### src/hw/spi_mem_pkg.sv
// Shared constants, opcodes, timings and types for the serial memory link
package spi_mem_pkg;

  // ----------------------------------------------------------------
  // Clock
  // ----------------------------------------------------------------
  localparam int MCLK_MHZ = 250;

  // ----------------------------------------------------------------
  // Instruction codes and phase lengths in bytes
  // ----------------------------------------------------------------
  localparam logic [7:0] OP_WRITE = 8'h02;
  localparam logic [7:0] OP_READ = 8'h03;
  localparam logic [7:0] OP_READ_STATUS = 8'h05;
  localparam logic [7:0] OP_FAST_READ = 8'h0b;
  localparam logic [7:0] OP_PAGE_ERASE = 8'h42;
  localparam logic [7:0] OP_CHIP_ERASE = 8'h60;
  localparam logic [7:0] OP_CHIP_ERASE_ALT = 8'hc7;
  localparam logic [7:0] OP_READ_OTP = 8'h77;
  localparam logic [7:0] OP_DEEP_DOWN = 8'h79;
  localparam logic [7:0] OP_RESUME = 8'hab;
  localparam logic [7:0] OP_POWER_DOWN = 8'hb9;
  localparam logic [5:0] RD_START_NONE = 6'h00;
  localparam logic [5:0] RD_START_STATUS = 6'h01;
  localparam logic [5:0] RD_START_READ = 6'h03;
  localparam logic [5:0] RD_START_FAST = 6'h04;
  localparam logic [5:0] WR_ONE_BYTE = 6'h04;
  localparam logic [5:0] ERASE_LEN = 6'h03;
  localparam logic [5:0] NBYTE_MAX = 6'h3f;
  localparam int BUSY_FLAG_BIT = 0;

  // ----------------------------------------------------------------
  // Internal write cycle times (typical figures)
  // ----------------------------------------------------------------
  localparam int BYTE_WR_US = 60;
  localparam int BYTE_WR_CYC = BYTE_WR_US * MCLK_MHZ;
  localparam real PAGE_WR_MS = 1.5;
  localparam int PAGE_WR_CYC = int'(PAGE_WR_MS * 1000.0 * MCLK_MHZ);
  localparam int BUSY_W = 20;

  // ----------------------------------------------------------------
  // Master side clock rates and wait times
  // ----------------------------------------------------------------
  localparam real SCK_NORMAL_MHZ = 1.6;
  localparam real SCK_FAST_MHZ = 10.0;
  localparam real SCK_APD_MHZ = 1.0;
  localparam int HALF_NORMAL = int'($ceil(MCLK_MHZ / (2.0 * SCK_NORMAL_MHZ)));
  localparam int HALF_FAST = int'($ceil(MCLK_MHZ / (2.0 * SCK_FAST_MHZ)));
  localparam int HALF_APD = int'($ceil(MCLK_MHZ / (2.0 * SCK_APD_MHZ)));
  localparam int RESUME_US = 50;
  localparam int RESUME_CYC = RESUME_US * MCLK_MHZ;
  localparam int DEEP_EXIT_US = 70;
  localparam int DEEP_EXIT_CYC = DEEP_EXIT_US * MCLK_MHZ;
  localparam int CS_MIN_NS = 100;
  localparam int CS_MIN_CYC = (CS_MIN_NS * MCLK_MHZ + 999) / 1000;
  localparam int CNT_W = 15;

  // ----------------------------------------------------------------
  // Types
  // ----------------------------------------------------------------
  typedef enum logic [1:0] {RATE_NORMAL, RATE_FAST, RATE_AUTO_PD} rate_t;
  typedef enum logic [2:0] {
    M_IDLE, M_WAKE, M_GUARD, M_SETUP, M_LOW, M_HIGH, M_END, M_GAP
  } mstate_t;

endpackage

### src/hw/spi_mem_if.sv
// Serial link between the memory device and its master
`timescale 1ns/10ps
interface spi_mem_if;
  // Master driven lines
  logic cs_n;
  logic sck;
  logic sdi;
  logic hold_n;
  // Device output pin pieces
  logic sdo_o;
  logic sdo_oe_n;
  logic sdo_pu;
  // Resolved output line
  logic sdo;

  // Driven value, else pull-up, else inverse of the last bit as a float
  assign sdo = !sdo_oe_n ? sdo_o : (sdo_pu | !sdo_o);

  modport dev (
    input cs_n,
    input sck,
    input sdi,
    input hold_n,
    output sdo_o,
    output sdo_oe_n,
    output sdo_pu
  );

  modport host (
    output cs_n,
    output sck,
    output sdi,
    output hold_n,
    input sdo
  );
endinterface

### src/hw/spi_mem_device.sv
// Device end: serial slave front end of the memory
//
// How it works
// - Input bits taken on serial clock rise.
// - Output bits shifted on serial clock fall.
// - Select low activates, high returns to standby.
// - Deselected: input ignored, output floating.
// - Output pull-up only in ultra-deep power-down.
// - Hold low pauses transfer, shift state kept.
// - Only modes 0 and 3 supported.
// - Master parks clock per mode while deselected.
// - Fast read clock at most 10 MHz.
// - Normal read clock at most 1.6 MHz; the bench runs OP_READ at the fast rate.
// - Auto power-down clock at most 1.0 MHz.
// - Page write cycle 1.5 ms typical.
// - Byte write cycle 60 us typical.
// - Master waits 50/70 us after wake-up.
// - Standby reached within 8 us of deselect.
// - Master keeps its lines at valid levels.
// - Bytes MSB first from first rise.
// - Busy flag bit 0 while write runs.
`timescale 1ns/10ps
module spi_mem_device #(
  parameter int BYTE_WR_CYCLES = spi_mem_pkg::BYTE_WR_CYC,
  parameter int PAGE_WR_CYCLES = spi_mem_pkg::PAGE_WR_CYC
) (
  // Clock and reset
  input wire logic mclk,
  input wire logic rst_n,
  // Serial link
  spi_mem_if.dev link,
  // Received byte stream
  output logic rx_valid,
  output logic [7:0] rx_data,
  output logic rx_first,
  // Read data supply
  output logic tx_req,
  input wire logic [7:0] tx_data,
  // Status and power
  input wire logic [7:1] status_upper,
  output logic write_busy_flag,
  output logic active,
  output logic standby,
  output logic power_down,
  output logic deep_power_down,
  output logic frame_end,
  output logic frame_abort
);
  import spi_mem_pkg::*;

  // ----------------------------------------------------------------
  // State
  // ----------------------------------------------------------------
  typedef struct packed {
    logic sel_s1;
    logic sel_s2;
    logic sel_q;
    logic sck_s1;
    logic sck_s2;
    logic sck_q;
    logic sdi_s1;
    logic sdi_s2;
    logic held_s1;
    logic held_s2;
    logic [2:0] bitc;
    logic [7:0] rxsr;
    logic [5:0] nbyte;
    logic [7:0] op;
    logic [7:0] txsr;
    logic sdo;
    logic drive;
    logic [BUSY_W-1:0] btimer;
    logic pd;
    logic udpd;
    logic rx_valid;
    logic [7:0] rx_data;
    logic rx_first;
    logic tx_req;
    logic frame_end;
    logic frame_abort;
  } dev_st_t;

  dev_st_t s;
  dev_st_t next_s;
  logic busy;
  logic sck_rise;
  logic sck_fall;
  logic taking;
  logic [5:0] start_cur;

  // Byte index at which read data begins, none for other commands
  function automatic logic [5:0] rd_start(input logic [7:0] op);
    unique case (op)
      OP_READ: rd_start = RD_START_READ;
      OP_FAST_READ: rd_start = RD_START_FAST;
      OP_READ_STATUS: rd_start = RD_START_STATUS;
      OP_READ_OTP: rd_start = RD_START_STATUS;
      default: rd_start = RD_START_NONE;
    endcase
  endfunction

  // ----------------------------------------------------------------
  // Decoded strobes
  // ----------------------------------------------------------------
  assign busy = (s.btimer != '0);
  assign sck_rise = s.sck_s2 & !s.sck_q;
  assign sck_fall = !s.sck_s2 & s.sck_q;
  assign taking = s.sel_s2 & !s.held_s2 & !s.udpd;
  assign start_cur = rd_start(s.op);

  // ----------------------------------------------------------------
  // Next state
  // ----------------------------------------------------------------
  always_comb
  begin
    logic [7:0] byte_in;
    logic [7:0] opv;
    logic [7:0] load;
    logic [5:0] st;
    byte_in = '0;
    opv = '0;
    load = '0;
    st = '0;
    next_s = s;
    next_s.rx_valid = 1'h0;
    next_s.tx_req = 1'h0;
    next_s.frame_end = 1'h0;
    next_s.frame_abort = 1'h0;
    // Two-stage synchronisers for the pins
    next_s.sel_s1 = !link.cs_n;
    next_s.sel_s2 = s.sel_s1;
    next_s.sel_q = s.sel_s2;
    next_s.sck_s1 = link.sck;
    next_s.sck_s2 = s.sck_s1;
    next_s.sck_q = s.sck_s2;
    next_s.sdi_s1 = link.sdi;
    next_s.sdi_s2 = s.sdi_s1;
    next_s.held_s1 = !link.hold_n;
    next_s.held_s2 = s.held_s1;
    // Internal write cycle timer
    if (busy)
    begin
      next_s.btimer = s.btimer - 1'h1;
    end
    // Frame start on select
    if (s.sel_s2 & !s.sel_q)
    begin
      next_s.bitc = 3'h0;
      next_s.nbyte = 6'h00;
      next_s.drive = 1'h0;
    end
    // Input shift on clock rise, MSB first
    if (taking & sck_rise)
    begin
      byte_in = {s.rxsr[6:0], s.sdi_s2};
      next_s.rxsr = byte_in;
      next_s.bitc = s.bitc + 3'h1;
      if (s.bitc == 3'h7)
      begin
        opv = (s.nbyte == 6'h00) ? byte_in : s.op;
        st = rd_start(opv);
        if (s.nbyte == 6'h00)
        begin
          next_s.op = byte_in;
        end
        if (s.nbyte != NBYTE_MAX)
        begin
          next_s.nbyte = s.nbyte + 6'h1;
        end
        next_s.rx_valid = !s.pd;
        next_s.rx_data = byte_in;
        next_s.rx_first = (s.nbyte == 6'h00);
        next_s.tx_req = !s.pd && (st != RD_START_NONE) &&
          (opv != OP_READ_STATUS) && (6'(s.nbyte + 6'h1) >= st);
      end
    end
    // Output shift on clock fall during a read phase
    if (taking & sck_fall & !s.pd & (start_cur != RD_START_NONE) &
        (s.nbyte >= start_cur))
    begin
      if (s.bitc == 3'h0)
      begin
        load = tx_data;
        if (s.op == OP_READ_STATUS)
        begin
          load = {status_upper, busy};
        end
        next_s.sdo = load[7];
        next_s.txsr = {load[6:0], 1'h0};
        next_s.drive = 1'h1;
      end
      else
      begin
        next_s.sdo = s.txsr[7];
        next_s.txsr = {s.txsr[6:0], 1'h0};
      end
    end
    // Frame end on deselect: run the command or drop it
    if (!s.sel_s2 & s.sel_q)
    begin
      next_s.frame_end = 1'h1;
      next_s.bitc = 3'h0;
      next_s.drive = 1'h0;
      if (s.udpd)
        next_s.udpd = 1'h0;
      else if (s.nbyte == 6'h00)
        next_s.frame_abort = (s.bitc != 3'h0);
      else if (s.pd)
        next_s.pd = (s.op != OP_RESUME);
      else
      begin
        unique case (s.op)
          OP_POWER_DOWN: next_s.pd = 1'h1;
          OP_DEEP_DOWN: next_s.udpd = 1'h1;
          OP_WRITE:
            if (!busy && s.nbyte == WR_ONE_BYTE)
              next_s.btimer = BUSY_W'(BYTE_WR_CYCLES);
            else if (!busy && s.nbyte > WR_ONE_BYTE)
              next_s.btimer = BUSY_W'(PAGE_WR_CYCLES);
          OP_PAGE_ERASE:
            if (!busy && s.nbyte >= ERASE_LEN)
              next_s.btimer = BUSY_W'(PAGE_WR_CYCLES);
          OP_CHIP_ERASE, OP_CHIP_ERASE_ALT:
            if (!busy)
              next_s.btimer = BUSY_W'(PAGE_WR_CYCLES);
          default:
          begin
          end
        endcase
      end
    end
  end

  // ----------------------------------------------------------------
  // State register
  // ----------------------------------------------------------------
  always_ff @(posedge mclk or negedge rst_n)
  begin
    if (!rst_n)
    begin
      s <= '0;
    end
    else
    begin
      s <= next_s;
    end
  end

  // ----------------------------------------------------------------
  // Outputs
  // ----------------------------------------------------------------
  // Pin drive only in a read phase, selected and not on hold
  assign link.sdo_o = s.sdo;
  assign link.sdo_oe_n = !(s.drive & s.sel_s2 & !s.held_s2);
  assign link.sdo_pu = s.udpd;
  assign rx_valid = s.rx_valid;
  assign rx_data = s.rx_data;
  assign rx_first = s.rx_first;
  assign tx_req = s.tx_req;
  assign write_busy_flag = busy;
  assign active = s.sel_s2 & !s.udpd;
  assign standby = !s.sel_s2 & !busy & !s.pd & !s.udpd;
  assign power_down = s.pd;
  assign deep_power_down = s.udpd;
  assign frame_end = s.frame_end;
  assign frame_abort = s.frame_abort;

endmodule

### src/flat_wrapper.sv
// flat-port wrapper written by rule: the top's interface ports become plain ports
module spi_mem_device_flat import spi_mem_pkg::*;
#(
  parameter int BYTE_WR_CYCLES = spi_mem_pkg::BYTE_WR_CYC,
  parameter int PAGE_WR_CYCLES = spi_mem_pkg::PAGE_WR_CYC
)
  (mclk, rst_n, rx_valid, rx_data, rx_first, tx_req, tx_data, status_upper, write_busy_flag, active, standby, power_down, deep_power_down, frame_end, frame_abort, link_cs_n, link_sck, link_sdi, link_hold_n, link_sdo_o, link_sdo_oe_n, link_sdo_pu);
  spi_mem_if link_i ();
  input wire logic mclk;
  input wire logic rst_n;
  output logic rx_valid;
  output logic [7:0] rx_data;
  output logic rx_first;
  output logic tx_req;
  input wire logic [7:0] tx_data;
  input wire logic [7:1] status_upper;
  output logic write_busy_flag;
  output logic active;
  output logic standby;
  output logic power_down;
  output logic deep_power_down;
  output logic frame_end;
  output logic frame_abort;
  input wire logic [$bits(link_i.cs_n)-1:0] link_cs_n;
  input wire logic [$bits(link_i.sck)-1:0] link_sck;
  input wire logic [$bits(link_i.sdi)-1:0] link_sdi;
  input wire logic [$bits(link_i.hold_n)-1:0] link_hold_n;
  output wire logic [$bits(link_i.sdo_o)-1:0] link_sdo_o;
  output wire logic [$bits(link_i.sdo_oe_n)-1:0] link_sdo_oe_n;
  output wire logic [$bits(link_i.sdo_pu)-1:0] link_sdo_pu;
  assign link_i.cs_n = link_cs_n;
  assign link_i.sck = link_sck;
  assign link_i.sdi = link_sdi;
  assign link_i.hold_n = link_hold_n;
  assign link_sdo_o = link_i.sdo_o;
  assign link_sdo_oe_n = link_i.sdo_oe_n;
  assign link_sdo_pu = link_i.sdo_pu;
  spi_mem_device #(.BYTE_WR_CYCLES(BYTE_WR_CYCLES), .PAGE_WR_CYCLES(PAGE_WR_CYCLES)) u_core (.mclk(mclk), .rst_n(rst_n), .link(link_i), .rx_valid(rx_valid), .rx_data(rx_data), .rx_first(rx_first), .tx_req(tx_req), .tx_data(tx_data), .status_upper(status_upper), .write_busy_flag(write_busy_flag), .active(active), .standby(standby), .power_down(power_down), .deep_power_down(deep_power_down), .frame_end(frame_end), .frame_abort(frame_abort));
endmodule
### config.mk
export PLATFORM = sky130hd
export DESIGN_NAME = spi_mem_device_flat
export DESIGN_NICKNAME = d
export VERILOG_FILES = /design/src/hw/spi_mem_pkg.sv /design/src/hw/spi_mem_if.sv /design/src/hw/spi_mem_device.sv /design/src/flat_wrapper.sv
export SDC_FILE = /design/constraint.sdc
export NUM_CORES = 1
export LEC_CHECK = 0
export ABC_AREA = 1
export BUFFER_PORTS_ARGS = -buffer_cell sky130_fd_sc_hd__clkbuf_2
export CAP_MARGIN = 40
export CORE_MARGIN = 1
export CORE_UTILIZATION = 60
export CTS_CLUSTER_DIAMETER = 120
export DETAILED_ROUTE_END_ITERATION = 7
export PLACE_DENSITY = 0.9
export SLEW_MARGIN = 25
export SYNTH_ARGS = -nofsm -noshare
export SYNTH_HDL_FRONTEND = slang
export SYNTH_SLANG_ARGS = --single-unit
export TNS_END_PERCENT = 50
### constraint.sdc
create_clock -name mclk -period 2.6 [get_ports mclk]
set_input_delay 0.13 -clock mclk [delete_from_list [all_inputs] [get_ports mclk]]
set_output_delay 0.13 -clock mclk [all_outputs]
set_load 0.02 [all_outputs]
==> results.json, run 1 <==
{
  "status": "finished clean",
  "rsz0062_at_grt": "yes",
  "total_leakage_power_uw": 0.00282,
  "avgRoutedWirePerCell_um": 14.6,
  "die_y_um": 90.9,
  "clk_latency_ps": 360,
  "fillers": 605,
  "p_sw_uw": 648,
  "final_cells": 753,
  "synth_area_mm2": 0.00474,
  "grtUsageTotal_pct": 27.9,
  "dp_cells": 727,
  "cpMostUsedCell": "nand2_1",
  "cts_num_sinks": 78,
  "final.min_clock_period_ps": 2440,
  "start_util_pct": 61.7,
  "critical_path.max_fanout": 9,
  "sw_frac_of_total_pct": 26.5,
  "max_slew_margin_pct": 58.3,
  "std_cell_rows": 32,
  "synth_edf_count": 0,
  "yosys.area_share.adder_pct": 3.43,
  "die_width_um": 90.9,
  "maxSlewViolCount": 0,
  "cp-start-kind": "flop",
  "required_ps": 2860,
  "syn-num-nets": 631,
  "synth-async-reset-ratio_pct": 100,
  "drt-initial-drc-count": 274,
  "synth_flop_cell": "dfrtp_1",
  "synth_top_family_by_area": "simple AND/OR/NAND/NOR gates",
  "layout_common_cells": "nand2_1, dfrtp_1, nor2_1, inv_1, o21ai_0",
  "post-route-util_pct": 69.0,
  "antenna_found_initial": 0,
  "hpwlAfterDp_mm": 7.78,
  "synth.area.mux_share_pct": 0.238,
  "grt_max_degree": 45,
  "fmax_ghz": 0.409,
  "area_delta_synth_final_pct": 12.0,
  "cts_buffers": 9,
  "yosys.area_share.simple_pct": 34.0,
  "p_comb_share_pct": 10.3,
  "cp_slowest_stage_delay_ps": 430,
  "ant_nets": 0,
  "ios": 42,
  "power.density_mw_per_mm2": 461,
  "synthCells": 597,
  "final-hold-violation-count": 0,
  "vias": 4140,
  "ys_warn_count": 0,
  "clk_path_buf_depth": 2,
  "fp.coreArea_mm2": 0.00769,
  "n_antenna_cell": 0,
  "via_per_inst": 5.50,
  "synthDistinctLibCells": 44,
  "drive_gt1_share_pct": 21.8,
  "peakVddDrop_uv": 386,
  "clk_pin_slew_ps": 90,
  "pwr-share-clk_pct": 38.2,
  "dieArea_mm2": 0.00826,
  "max-cap-violations": 0,
  "gp_congestion": 0.909,
  "p_seq_share_pct": 51.5,
  "tightest_slew_ps": 623,
  "final_common_cell": "nand2_1",
  "port_buffers": 41,
  "grt_pass1_vias": 3983,
  "timing.final.crit_share_pct": 93.9,
  "ys_seq_area_share_pct": 41.2,
  "crit_chain": "inv_1 -> nand2_2 -> nor2_4 -> nand4_1 -> ha_1 -> o21ai_0 -> nand2_1 -> nand2_1 -> a31oi_4 -> nand2_4 -> nor2_1 -> a21oi_2",
  "cts_root_buf": "clkbuf_8",
  "cts_tree": "yes",
  "drt-total-wl_mm": 11.0,
  "grt_pass1_wl_mm": 18.3,
  "synth-compound-area-share_pct": 10.1,
  "crit_path_end_kind": "flop",
  "cp_slowest_cell": "dfrtp_1",
  "p_int_uw": 1800,
  "setup_violations": 0,
  "fin_skew_ps": 7.76,
  "first_pass_iters": 5,
  "drc": 0,
  "hold_ws_ps": 88.7,
  "hold_path.class": "in2reg",
  "worst_ep_arrival_time_ps": 2700,
  "path_class": "reg2reg",
  "synth.avg_cell_area_um2": 7.94,
  "h-tree-depth": 3,
  "synth-seq-cells": 78,
  "grt-ovfl-total": 0,
  "synth_xor_area_share_pct": 2.40,
  "nets": 680
}
## cells in the mapped netlist (4+ instances only)
cell type    n  area, µm²
xor2_1      10       87.6
nand2_2     22        138
a21oi_1      6       30.0
o22ai_1      4       25.0
buf_4       10       75.1
nor2_4       8       90.1
o21ai_0     55        275
inv_2       14       52.6
nand2_1    140        526
inv_1       60        225
nand4_1     24        150
nor2_1      62        233
nor2_2       9       56.3
dfrtp_1     78       1950
nand3_1     29        145
ha_1        13        163
nor3_1       7       35.0
o21ai_1      4       20.0
## critical path: cells and delay by family (launching register included)
| family | cells | cell delay, ps |
|---|---|---|
| AO/OA/AOI/OAI | 3 | 440 |
| flip-flops | 1 | 430 |
| adder cells (fa/ha/maj) | 1 | 370 |
| buffers and inverters | 1 | 150 |
| AND/OR/NAND/NOR | 7 | 960 |
## per-stage QoR
step | TNS, ps | total power (µW) | area (µm²) | worst slack [ps]
2_1_floorplan | 0 | 1440 | 4740 | 247
3_3_place_gp | 0 | 1510 | 4970 | 234
3_5_place_dp | 0 | 1520 | 4990 | 109
4_1_cts | 0 | 2460 | 5240 | 35.4
5_1_grt | -53.8 | 2550 | 5310 | -22.1
6_report | 0 | 2450 | 5310 | 158
## metal layers
metal  global-route usage (%)  up-vias  share of wire [%]
met5                        0        -                  0
met4                     11.0        0                2.6
met3                     6.73       32                4.4
met2                     46.1      118                 50
met1                     35.4     1962                 43
li1                         -     2028                  -
## area by class of cell
class                   count  area [µm²]  area share, %
flip-flops and latches     78        1950           36.8
inverters                  74         278           5.23
clock inverters             5        58.8           1.11
clock buffers              11         141           2.66
well taps                 102         128           2.40
multi-input cells         427        2390           45.0
repair buffers             56         362           6.81
## worst paths after layout
path                                   startpoint                end  slack [ps]  cells after the start
worst min register to register  u_core.next_s[78]  u_core.next_s[77]         350                      0
max in group asynchronous                   rst_n       u_core.s[58]        1760                      3
min in group asynchronous                   rst_n  u_core.link.sdo_o         250                      2
worst max register to register       u_core.s[51]       u_core.s[43]         160                     12
worst max-delay path                 u_core.s[51]       u_core.s[43]         160                     12
worst min-delay path                   tx_data[0]       u_core.s[38]          90                      3
## what timing repair did
action / 4_1_cts / 5_1_grt
endpoints found under the hold margin: 38 / 0
hold buffers: 5 / 0
setup buffers: 0 / 5
setup endpoints to repair: 0 / 3
resized for setup: 0 / 6
## power by group through the flow
stage | Sequential (µW) | Clock, µW | Combinational, µW
2_1_floorplan | 1280 | 0 | 160
3_3_place_gp | 1280 | 0 | 224
3_5_place_dp | 1280 | 0 | 240
4_1_cts | 1260 | 948 | 250
5_1_grt | 1260 | 1000 | 285
6_report | 1260 | 935 | 253
## kinds of logic after synthesis
| family | after synthesis |
|---|---|
| compound gates | 80 |
| xor+xnor | 13 |
| fa+ha+maj | 13 |
| buf+inv | 92 |
| flops | 78 |
| mux | 1 |
| simple gates | 320 |
## sequential cells by signal (all words and copies together) (netlist names)
name and flops:
u_core.frame_end 1, u_core.tx_req 1, u_core.link.sdo_o 1, u_core.power_down 1, u_core.s 56, u_core.next_s 6, u_core.rx_data 8, u_core.rx_valid 1
u_core.rx_first 1, u_core.frame_abort 1, u_core.deep_power_down 1
No activity file was read; power rests on OpenSTA's default activity.
==> inputs of run 2 (changes only) <==
--- a/config.mk
+++ b/config.mk
@@ -7,8 +7,8 @@
 export LEC_CHECK = 0
 export ABC_AREA = 1
 export BUFFER_PORTS_ARGS = -buffer_cell sky130_fd_sc_hd__clkbuf_2
-export CAP_MARGIN = 40
-export CORE_MARGIN = 1
+export CAP_MARGIN = 10
+export CORE_MARGIN = 2
 export CORE_UTILIZATION = 60
 export CTS_CLUSTER_DIAMETER = 120
 export DETAILED_ROUTE_END_ITERATION = 7
==> run 2 against run 1 <==
  * Combinational power fell by 3%
  * Maximum frequency up 0.74%
  * Register-to-register slack improved by 20 ps
  * Design area shrank 0.33%
  * Clock power increased by 1%
  * Core utilization decreased by 0.23 points
  * Worst hold slack gained 8.7 ps
  * Routed wire length fell by 1.8%
  * Critical path type unchanged
  * Largest cell class unchanged
  * Largest power group unchanged
==> results.json, run 2 (synthesis results as in run 1) <==
{
  "status": "finished clean",
  "ios": 42,
  "setup_violations": 0,
  "reg2reg_from": "u_core.s[51]",
  "startpoint": "u_core.s[51]",
  "largest-register": "u_core.s",
  "total_leakage_power_uw": 0.00282,
  "drc": 0,
  "power.density_mw_per_mm2": 464,
  "clk_latency_ps": 360,
  "gp_congestion": 0.911,
  "dp_cells": 726,
  "hold_start": "tx_data[0]",
  "grtUsageTotal_pct": 25.6,
  "grt_max_degree": 79,
  "crit_chain": "inv_1 -> nand2_2 -> nor2_4 -> nand4_1 -> nand2_1 -> ha_1 -> o21ai_0 -> nand2_1 -> nand2_1 -> a31oi_4 -> buf_4 -> nand3_1 -> nand2_1",
  "fp.coreArea_mm2": 0.00769,
  "avgRoutedWirePerCell_um": 14.4,
  "final.min_clock_period_ps": 2420,
  "cp_slowest_cell": "dfrtp_1",
  "sw_frac_of_total_pct": 26.4,
  "required_ps": 2860,
  "tightest_slew_ps": 707,
  "fin_skew_ps": 6.71,
  "fmax_ghz": 0.412,
  "cpMostUsedCell": "nand2_1",
  "path_class": "reg2reg",
  "final_common_cell": "nand2_1",
  "h-tree-depth": 3,
  "n_antenna_cell": 0,
  "std_cell_rows": 32,
  "first_pass_iters": 5,
  "p_sw_uw": 648,
  "hpwlAfterDp_mm": 7.82,
  "ant_nets": 0,
  "clk_pin_slew_ps": 90,
  "p_int_uw": 1810,
  "die_y_um": 92.9,
  "die_width_um": 92.9,
  "cp-start-kind": "flop",
  "dieArea_mm2": 0.00863,
  "final_cells": 751,
  "postLayoutCellArea_mm2": 0.00529,
  "timing.final.crit_share_pct": 93.2,
  "pwr-share-clk_pct": 38.6,
  "cts_root_buf": "clkbuf_8",
  "grt_pass1_vias": 3943,
  "p_seq_share_pct": 51.4,
  "cts_num_sinks": 78,
  "cts_tree": "yes",
  "max-cap-violations": 0,
  "reg2regPathDepth": 13,
  "grt_pass1_wl_mm": 17.5,
  "drt-total-wl_mm": 10.8,
  "peakVddDrop_uv": 369,
  "nets": 678,
  "start_util_pct": 61.7,
  "holdPathStages": 3,
  "drt-initial-drc-count": 182,
  "grt-ovfl-total": 0,
  "largest_reg_flops": 56,
  "critical_path.max_fanout": 5,
  "p_comb_share_pct": 10.0,
  "clk_path_buf_depth": 2,
  "port_buffers": 41,
  "area_delta_synth_final_pct": 11.6,
  "layout_common_cells": "nand2_1, dfrtp_1, nor2_1, inv_1, o21ai_0",
  "final-hold-violation-count": 0,
  "crit_path_end_kind": "flop",
  "worst_ep_arrival_time_ps": 2680,
  "max_slew_margin_pct": 52.8,
  "post-route-util_pct": 68.8,
  "vias": 4129,
  "power_uw": 2450,
  "antenna_found_initial": 0,
  "cts_buffers": 9,
  "maxSlewViolCount": 0,
  "via_per_inst": 5.50,
  "hold_path.class": "in2reg",
  "tns_ps": 0,
  "dpl_cell_area_mm2": 0.00497,
  "cp_slowest_stage_delay_ps": 410,
  "drive_gt1_share_pct": 21.7
}
[run 2: changes by cell type in the layout (fill, tap and decap cells not counted)]
cell | before | now
buf_4 | 8 | 6
buf_6 | 1 | 2
clkinvlp_4 | 2 | 1
clkbuf_1 | 1 | 0
buf_12 | 2 | 1
inv_6 | 0 | 2
[run 2: power by group through the flow]
stage / clock network [µW] / registers [µW] / logic [µW]
4_1_cts: 967 / 1260 / 246
5_1_grt: 1020 / 1260 / 278
3_5_place_dp: 0 / 1280 / 238
2_1_floorplan: 0 / 1280 / 160
3_3_place_gp: 0 / 1280 / 225
6_report: 947 / 1260 / 246
[run 2: what timing repair did]
action,in CTS,in global routing
gates resized for setup,0,6
setup endpoints to repair,0,4
hold endpoints to repair,82,0
setup buffers,0,4
hold buffers,5,0
[run 2: path summary, 6_finish.rpt]
check                          endpoint  slack [ps]
max                        u_core.s[39]         180
min                        u_core.s[38]         100
max reg2reg                u_core.s[39]         180
min reg2reg                u_core.s[72]         360
max in group asynchronous  u_core.s[55]        1710
min in group asynchronous  u_core.s[27]         340
[run 2: final cells by class]
class | count | area (µm²)
Inverter | 74 | 278
Tap cell | 102 | 128
Sequential cell | 78 | 1950
Fill cell | 619 | 2400
Multi-Input combinational cell | 427 | 2390
Timing Repair Buffer | 54 | 338
Clock buffer | 10 | 138
Clock inverter | 6 | 68.8
[run 2: critical path: cells and delay by family (launching register included)]
| kind | cells | cell delay, ps |
|---|---|---|
| fa+ha+maj | 1 | 230 |
| simple gates | 8 | 980 |
| compound gates | 2 | 350 |
| flops | 1 | 410 |
| buf+inv | 2 | 340 |
[run 2: metrics by stage]
stage | hold WS (ps) | setup slack, ps
global route | 115 | -0.504
global placement | 240 | 233
floorplan | -166 | 247
CTS | 87.9 | 25.5
finish | 97.4 | 176
detailed placement | 240 | 67.3
[run 2: metal layers]
| layer | share of wire [%] | vias up | wire [µm] | GRT usage [%] |
|---|---|---|---|---|
| li1 | - | 2028 | - | - |
| met5 | 0 | - | 0 | 0 |
| met4 | 2.5 | 0 | 267 | 9.44 |
| met3 | 4.0 | 26 | 434 | 5.37 |
| met1 | 42 | 1970 | 4580 | 31.3 |
| met2 | 51 | 105 | 5500 | 44.5 |
==> inputs of run 3 (changes only) <==
--- a/config.mk
+++ b/config.mk
@@ -5,11 +5,10 @@
 export SDC_FILE = /design/constraint.sdc
 export NUM_CORES = 1
 export LEC_CHECK = 0
-export ABC_AREA = 1
 export BUFFER_PORTS_ARGS = -buffer_cell sky130_fd_sc_hd__clkbuf_2
 export CAP_MARGIN = 10
 export CORE_MARGIN = 2
-export CORE_UTILIZATION = 60
+export CORE_UTILIZATION = 59
 export CTS_CLUSTER_DIAMETER = 120
 export DETAILED_ROUTE_END_ITERATION = 7
 export PLACE_DENSITY = 0.9
==> run 3 against run 2 <==
  * The flow now finishes with violations (negative setup slack)
  * Design area shrank 4.5%
  * First-iteration DRC count grew 64%
  * Via count shrank 19%
  * Die area shrank 9.9%
  * Synthesized cell count shrank 34%
  * Critical path depth is the same
  * Global-route usage grew 1.2 points
  * Final cell count shrank 23%
==> results.json, run 3 <==
{
  "grt_max_degree": 79,
  "ios": 42,
  "largest_reg_flops": 56,
  "syn-num-nets": 431,
  "required_ps": 2840,
  "critical_path.max_fanout": 4,
  "port_buffers": 41,
  "synth.most_common_cell": "dfrtp_1",
  "clk_path_buf_depth": 2,
  "synth-seq-cells": 78,
  "yosys-top-cells-count": "dfrtp_1, nand2_1, mux2_2, o21ai_0, nor2_1",
  "drt-initial-drc-count": 299,
  "synth.avg_cell_area_um2": 10.5,
  "ys_seq_area_share_pct": 46.7,
  "final.min_clock_period_ps": 2950,
  "via_per_inst": 5.82,
  "total_leakage_power_uw": 0.00258,
  "cp-start-kind": "flop",
  "std_cell_rows": 30,
  "fin_skew_ps": 11.3,
  "hold_ws_ps": 126,
  "finalWorstSetupSlack_ps": -355,
  "synthDistinctLibCells": 63,
  "hpwlAfterDp_mm": 6.81,
  "power.density_mw_per_mm2": 501,
  "fillers": 441,
  "fp.coreArea_mm2": 0.00683,
  "die_y_um": 88.2,
  "synth_top_area_share_pct": 46.7,
  "start_util_pct": 61.2,
  "synth_area_mm2": 0.00418,
  "synthCells": 397,
  "dieArea_mm2": 0.00777,
  "grt_pass1_vias": 3476,
  "maxSlewViolCount": 0,
  "synth_flop_cell": "dfrtp_1",
  "worst_ep_arrival_time_ps": 3190,
  "peakVddDrop_uv": 406,
  "gp_congestion": 0.969,
  "violations": "negative setup slack",
  "vias": 3361,
  "fmax_ghz": 0.338,
  "avgRoutedWirePerCell_um": 16.8,
  "synth_edf_count": 0,
  "power_uw": 2530,
  "path_class": "reg2reg",
  "grtUsageTotal_pct": 26.8,
  "die_width_um": 88.2,
  "area_delta_synth_final_pct": 20.8,
  "antenna_found_initial": 0,
  "ys_warn_count": 0,
  "crit_path_end_kind": "flop",
  "drive_gt1_share_pct": 31.0,
  "synth_top_area_cell": "dfrtp_1",
  "n_antenna_cell": 0,
  "drc": 0,
  "final_common_cell": "dfrtp_1",
  "status": "finished with violations",
  "timing.final.crit_share_pct": 114,
  "largest-register": "u_core.s",
  "grt-ovfl-total": 0,
  "drt-total-wl_mm": 9.70,
  "ant_nets": 0,
  "final_cells": 577,
  "layout_common_cells": "dfrtp_1, buf_4, clkbuf_2, nand2_1, mux2_2",
  "grt_pass1_wl_mm": 15.9,
  "max-cap-violations": 0,
  "setup_violations": 10,
  "cts_tree": "yes",
  "h-tree-depth": 3,
  "cts_num_sinks": 78,
  "nets": 510,
  "clk_pin_slew_ps": 80,
  "first_pass_iters": 6,
  "cts_root_buf": "clkbuf_8",
  "max_slew_margin_pct": 53.6,
  "synth-async-reset-ratio_pct": 100,
  "final-hold-violation-count": 0,
  "hold_path.class": "in2reg",
  "dp_cells": 553,
  "synth_area_leaders": "dfrtp_1, mux2_2, ha_1, mux2i_1, nand2_1",
  "rsz0062_at_grt": "yes",
  "clk_latency_ps": 360,
  "cts_buffers": 9,
  "tightest_slew_ps": 695
}
-- run 3: repair_timing --
item	4_1_cts	5_1_grt
pin swaps	7	0
buffers inserted	3	0
hold endpoints to repair	82	0
resized for setup	6	3
setup endpoints to repair	10	12
hold buffers	5	0
-- run 3: critical path, stage by stage, from the launching register on --
cell and delay, ps:
dfrtp_1 400, inv_2 90, ha_4 130, or3b_4 380, nor3_4 220, mux2i_2 280
nand2b_4 170, o21ai_2 70, ha_1 290, inv_1 40, a21boi_1 190, o21ai_1 80
nor4bb_1 120, a2111oi_1 370
-- run 3: worst paths after layout --
kind,start,slack (ps),depth (start not counted),endpoint
setup / recovery,u_core.s[53],-350,13,u_core.tx_req
hold / removal,tx_data[0],130,5,u_core.s[38]
setup reg to reg,u_core.s[53],-350,13,u_core.tx_req
hold reg to reg,u_core.next_s[75],350,0,u_core.next_s[74]
max in group asynchronous,rst_n,1760,2,u_core.s[38]
min in group asynchronous,rst_n,370,2,u_core.s[55]
-- run 3: logic make-up (layout without fill, tap and decap cells) --
logic type               count (synthesis)  after routing  share of synthesized area [%]
AO/OA/AOI/OAI                           65             65                           9.76
flip-flops                              78             78                           46.7
XOR/XNOR                                14             14                           2.93
adder cells (fa/ha/maj)                 13             13                           3.89
buffers and inverters                   41            125                           5.12
AND/OR/NAND/NOR                        140            140                           19.0
multiplexers                            46             46                           12.6
-- run 3: layout make-up --
type | instances | area, µm² | area share [%]
Clock buffer | 10 | 128 | 2.53
Clock inverter | 6 | 93.8 | 1.86
Inverter | 17 | 63.8 | 1.26
Multi-Input combinational cell | 278 | 2070 | 41.1
Sequential cell | 78 | 1950 | 38.7
Tap cell | 96 | 120 | 2.38
Timing Repair Buffer | 92 | 619 | 12.3
-- run 3: metrics by stage --
step                      TNS (ps)  instance area, µm²  util (%)  worst slack (ps)
after floorplan               -188                4200         -              -188
after global placement        -533                4710      69.0              -138
after detailed placement     -1310                4710      69.0              -323
after CTS                    -1500                5030      73.6              -256
after global routing         -3950                5050      73.9              -511
final                        -2470                5050      73.9              -355
-- run 3: layer usage --
| layer | track usage, % | part of all wire (%) | up-vias |
|---|---|---|---|
| met5 | 0 | 0 | - |
| met2 | 46.9 | 54 | 107 |
| li1 | - | - | 1581 |
| met4 | 12.1 | 3.2 | 0 |
| met3 | 5.66 | 4.3 | 32 |
| met1 | 31.6 | 39 | 1641 |
-- run 3: power by group --
part	leakage (µW)	internal [µW]	switching, µW	total (µW)
Combinational	0.00145	114	128	242
Sequential	0.00102	1250	41.9	1290
Clock	0.000107	547	447	994
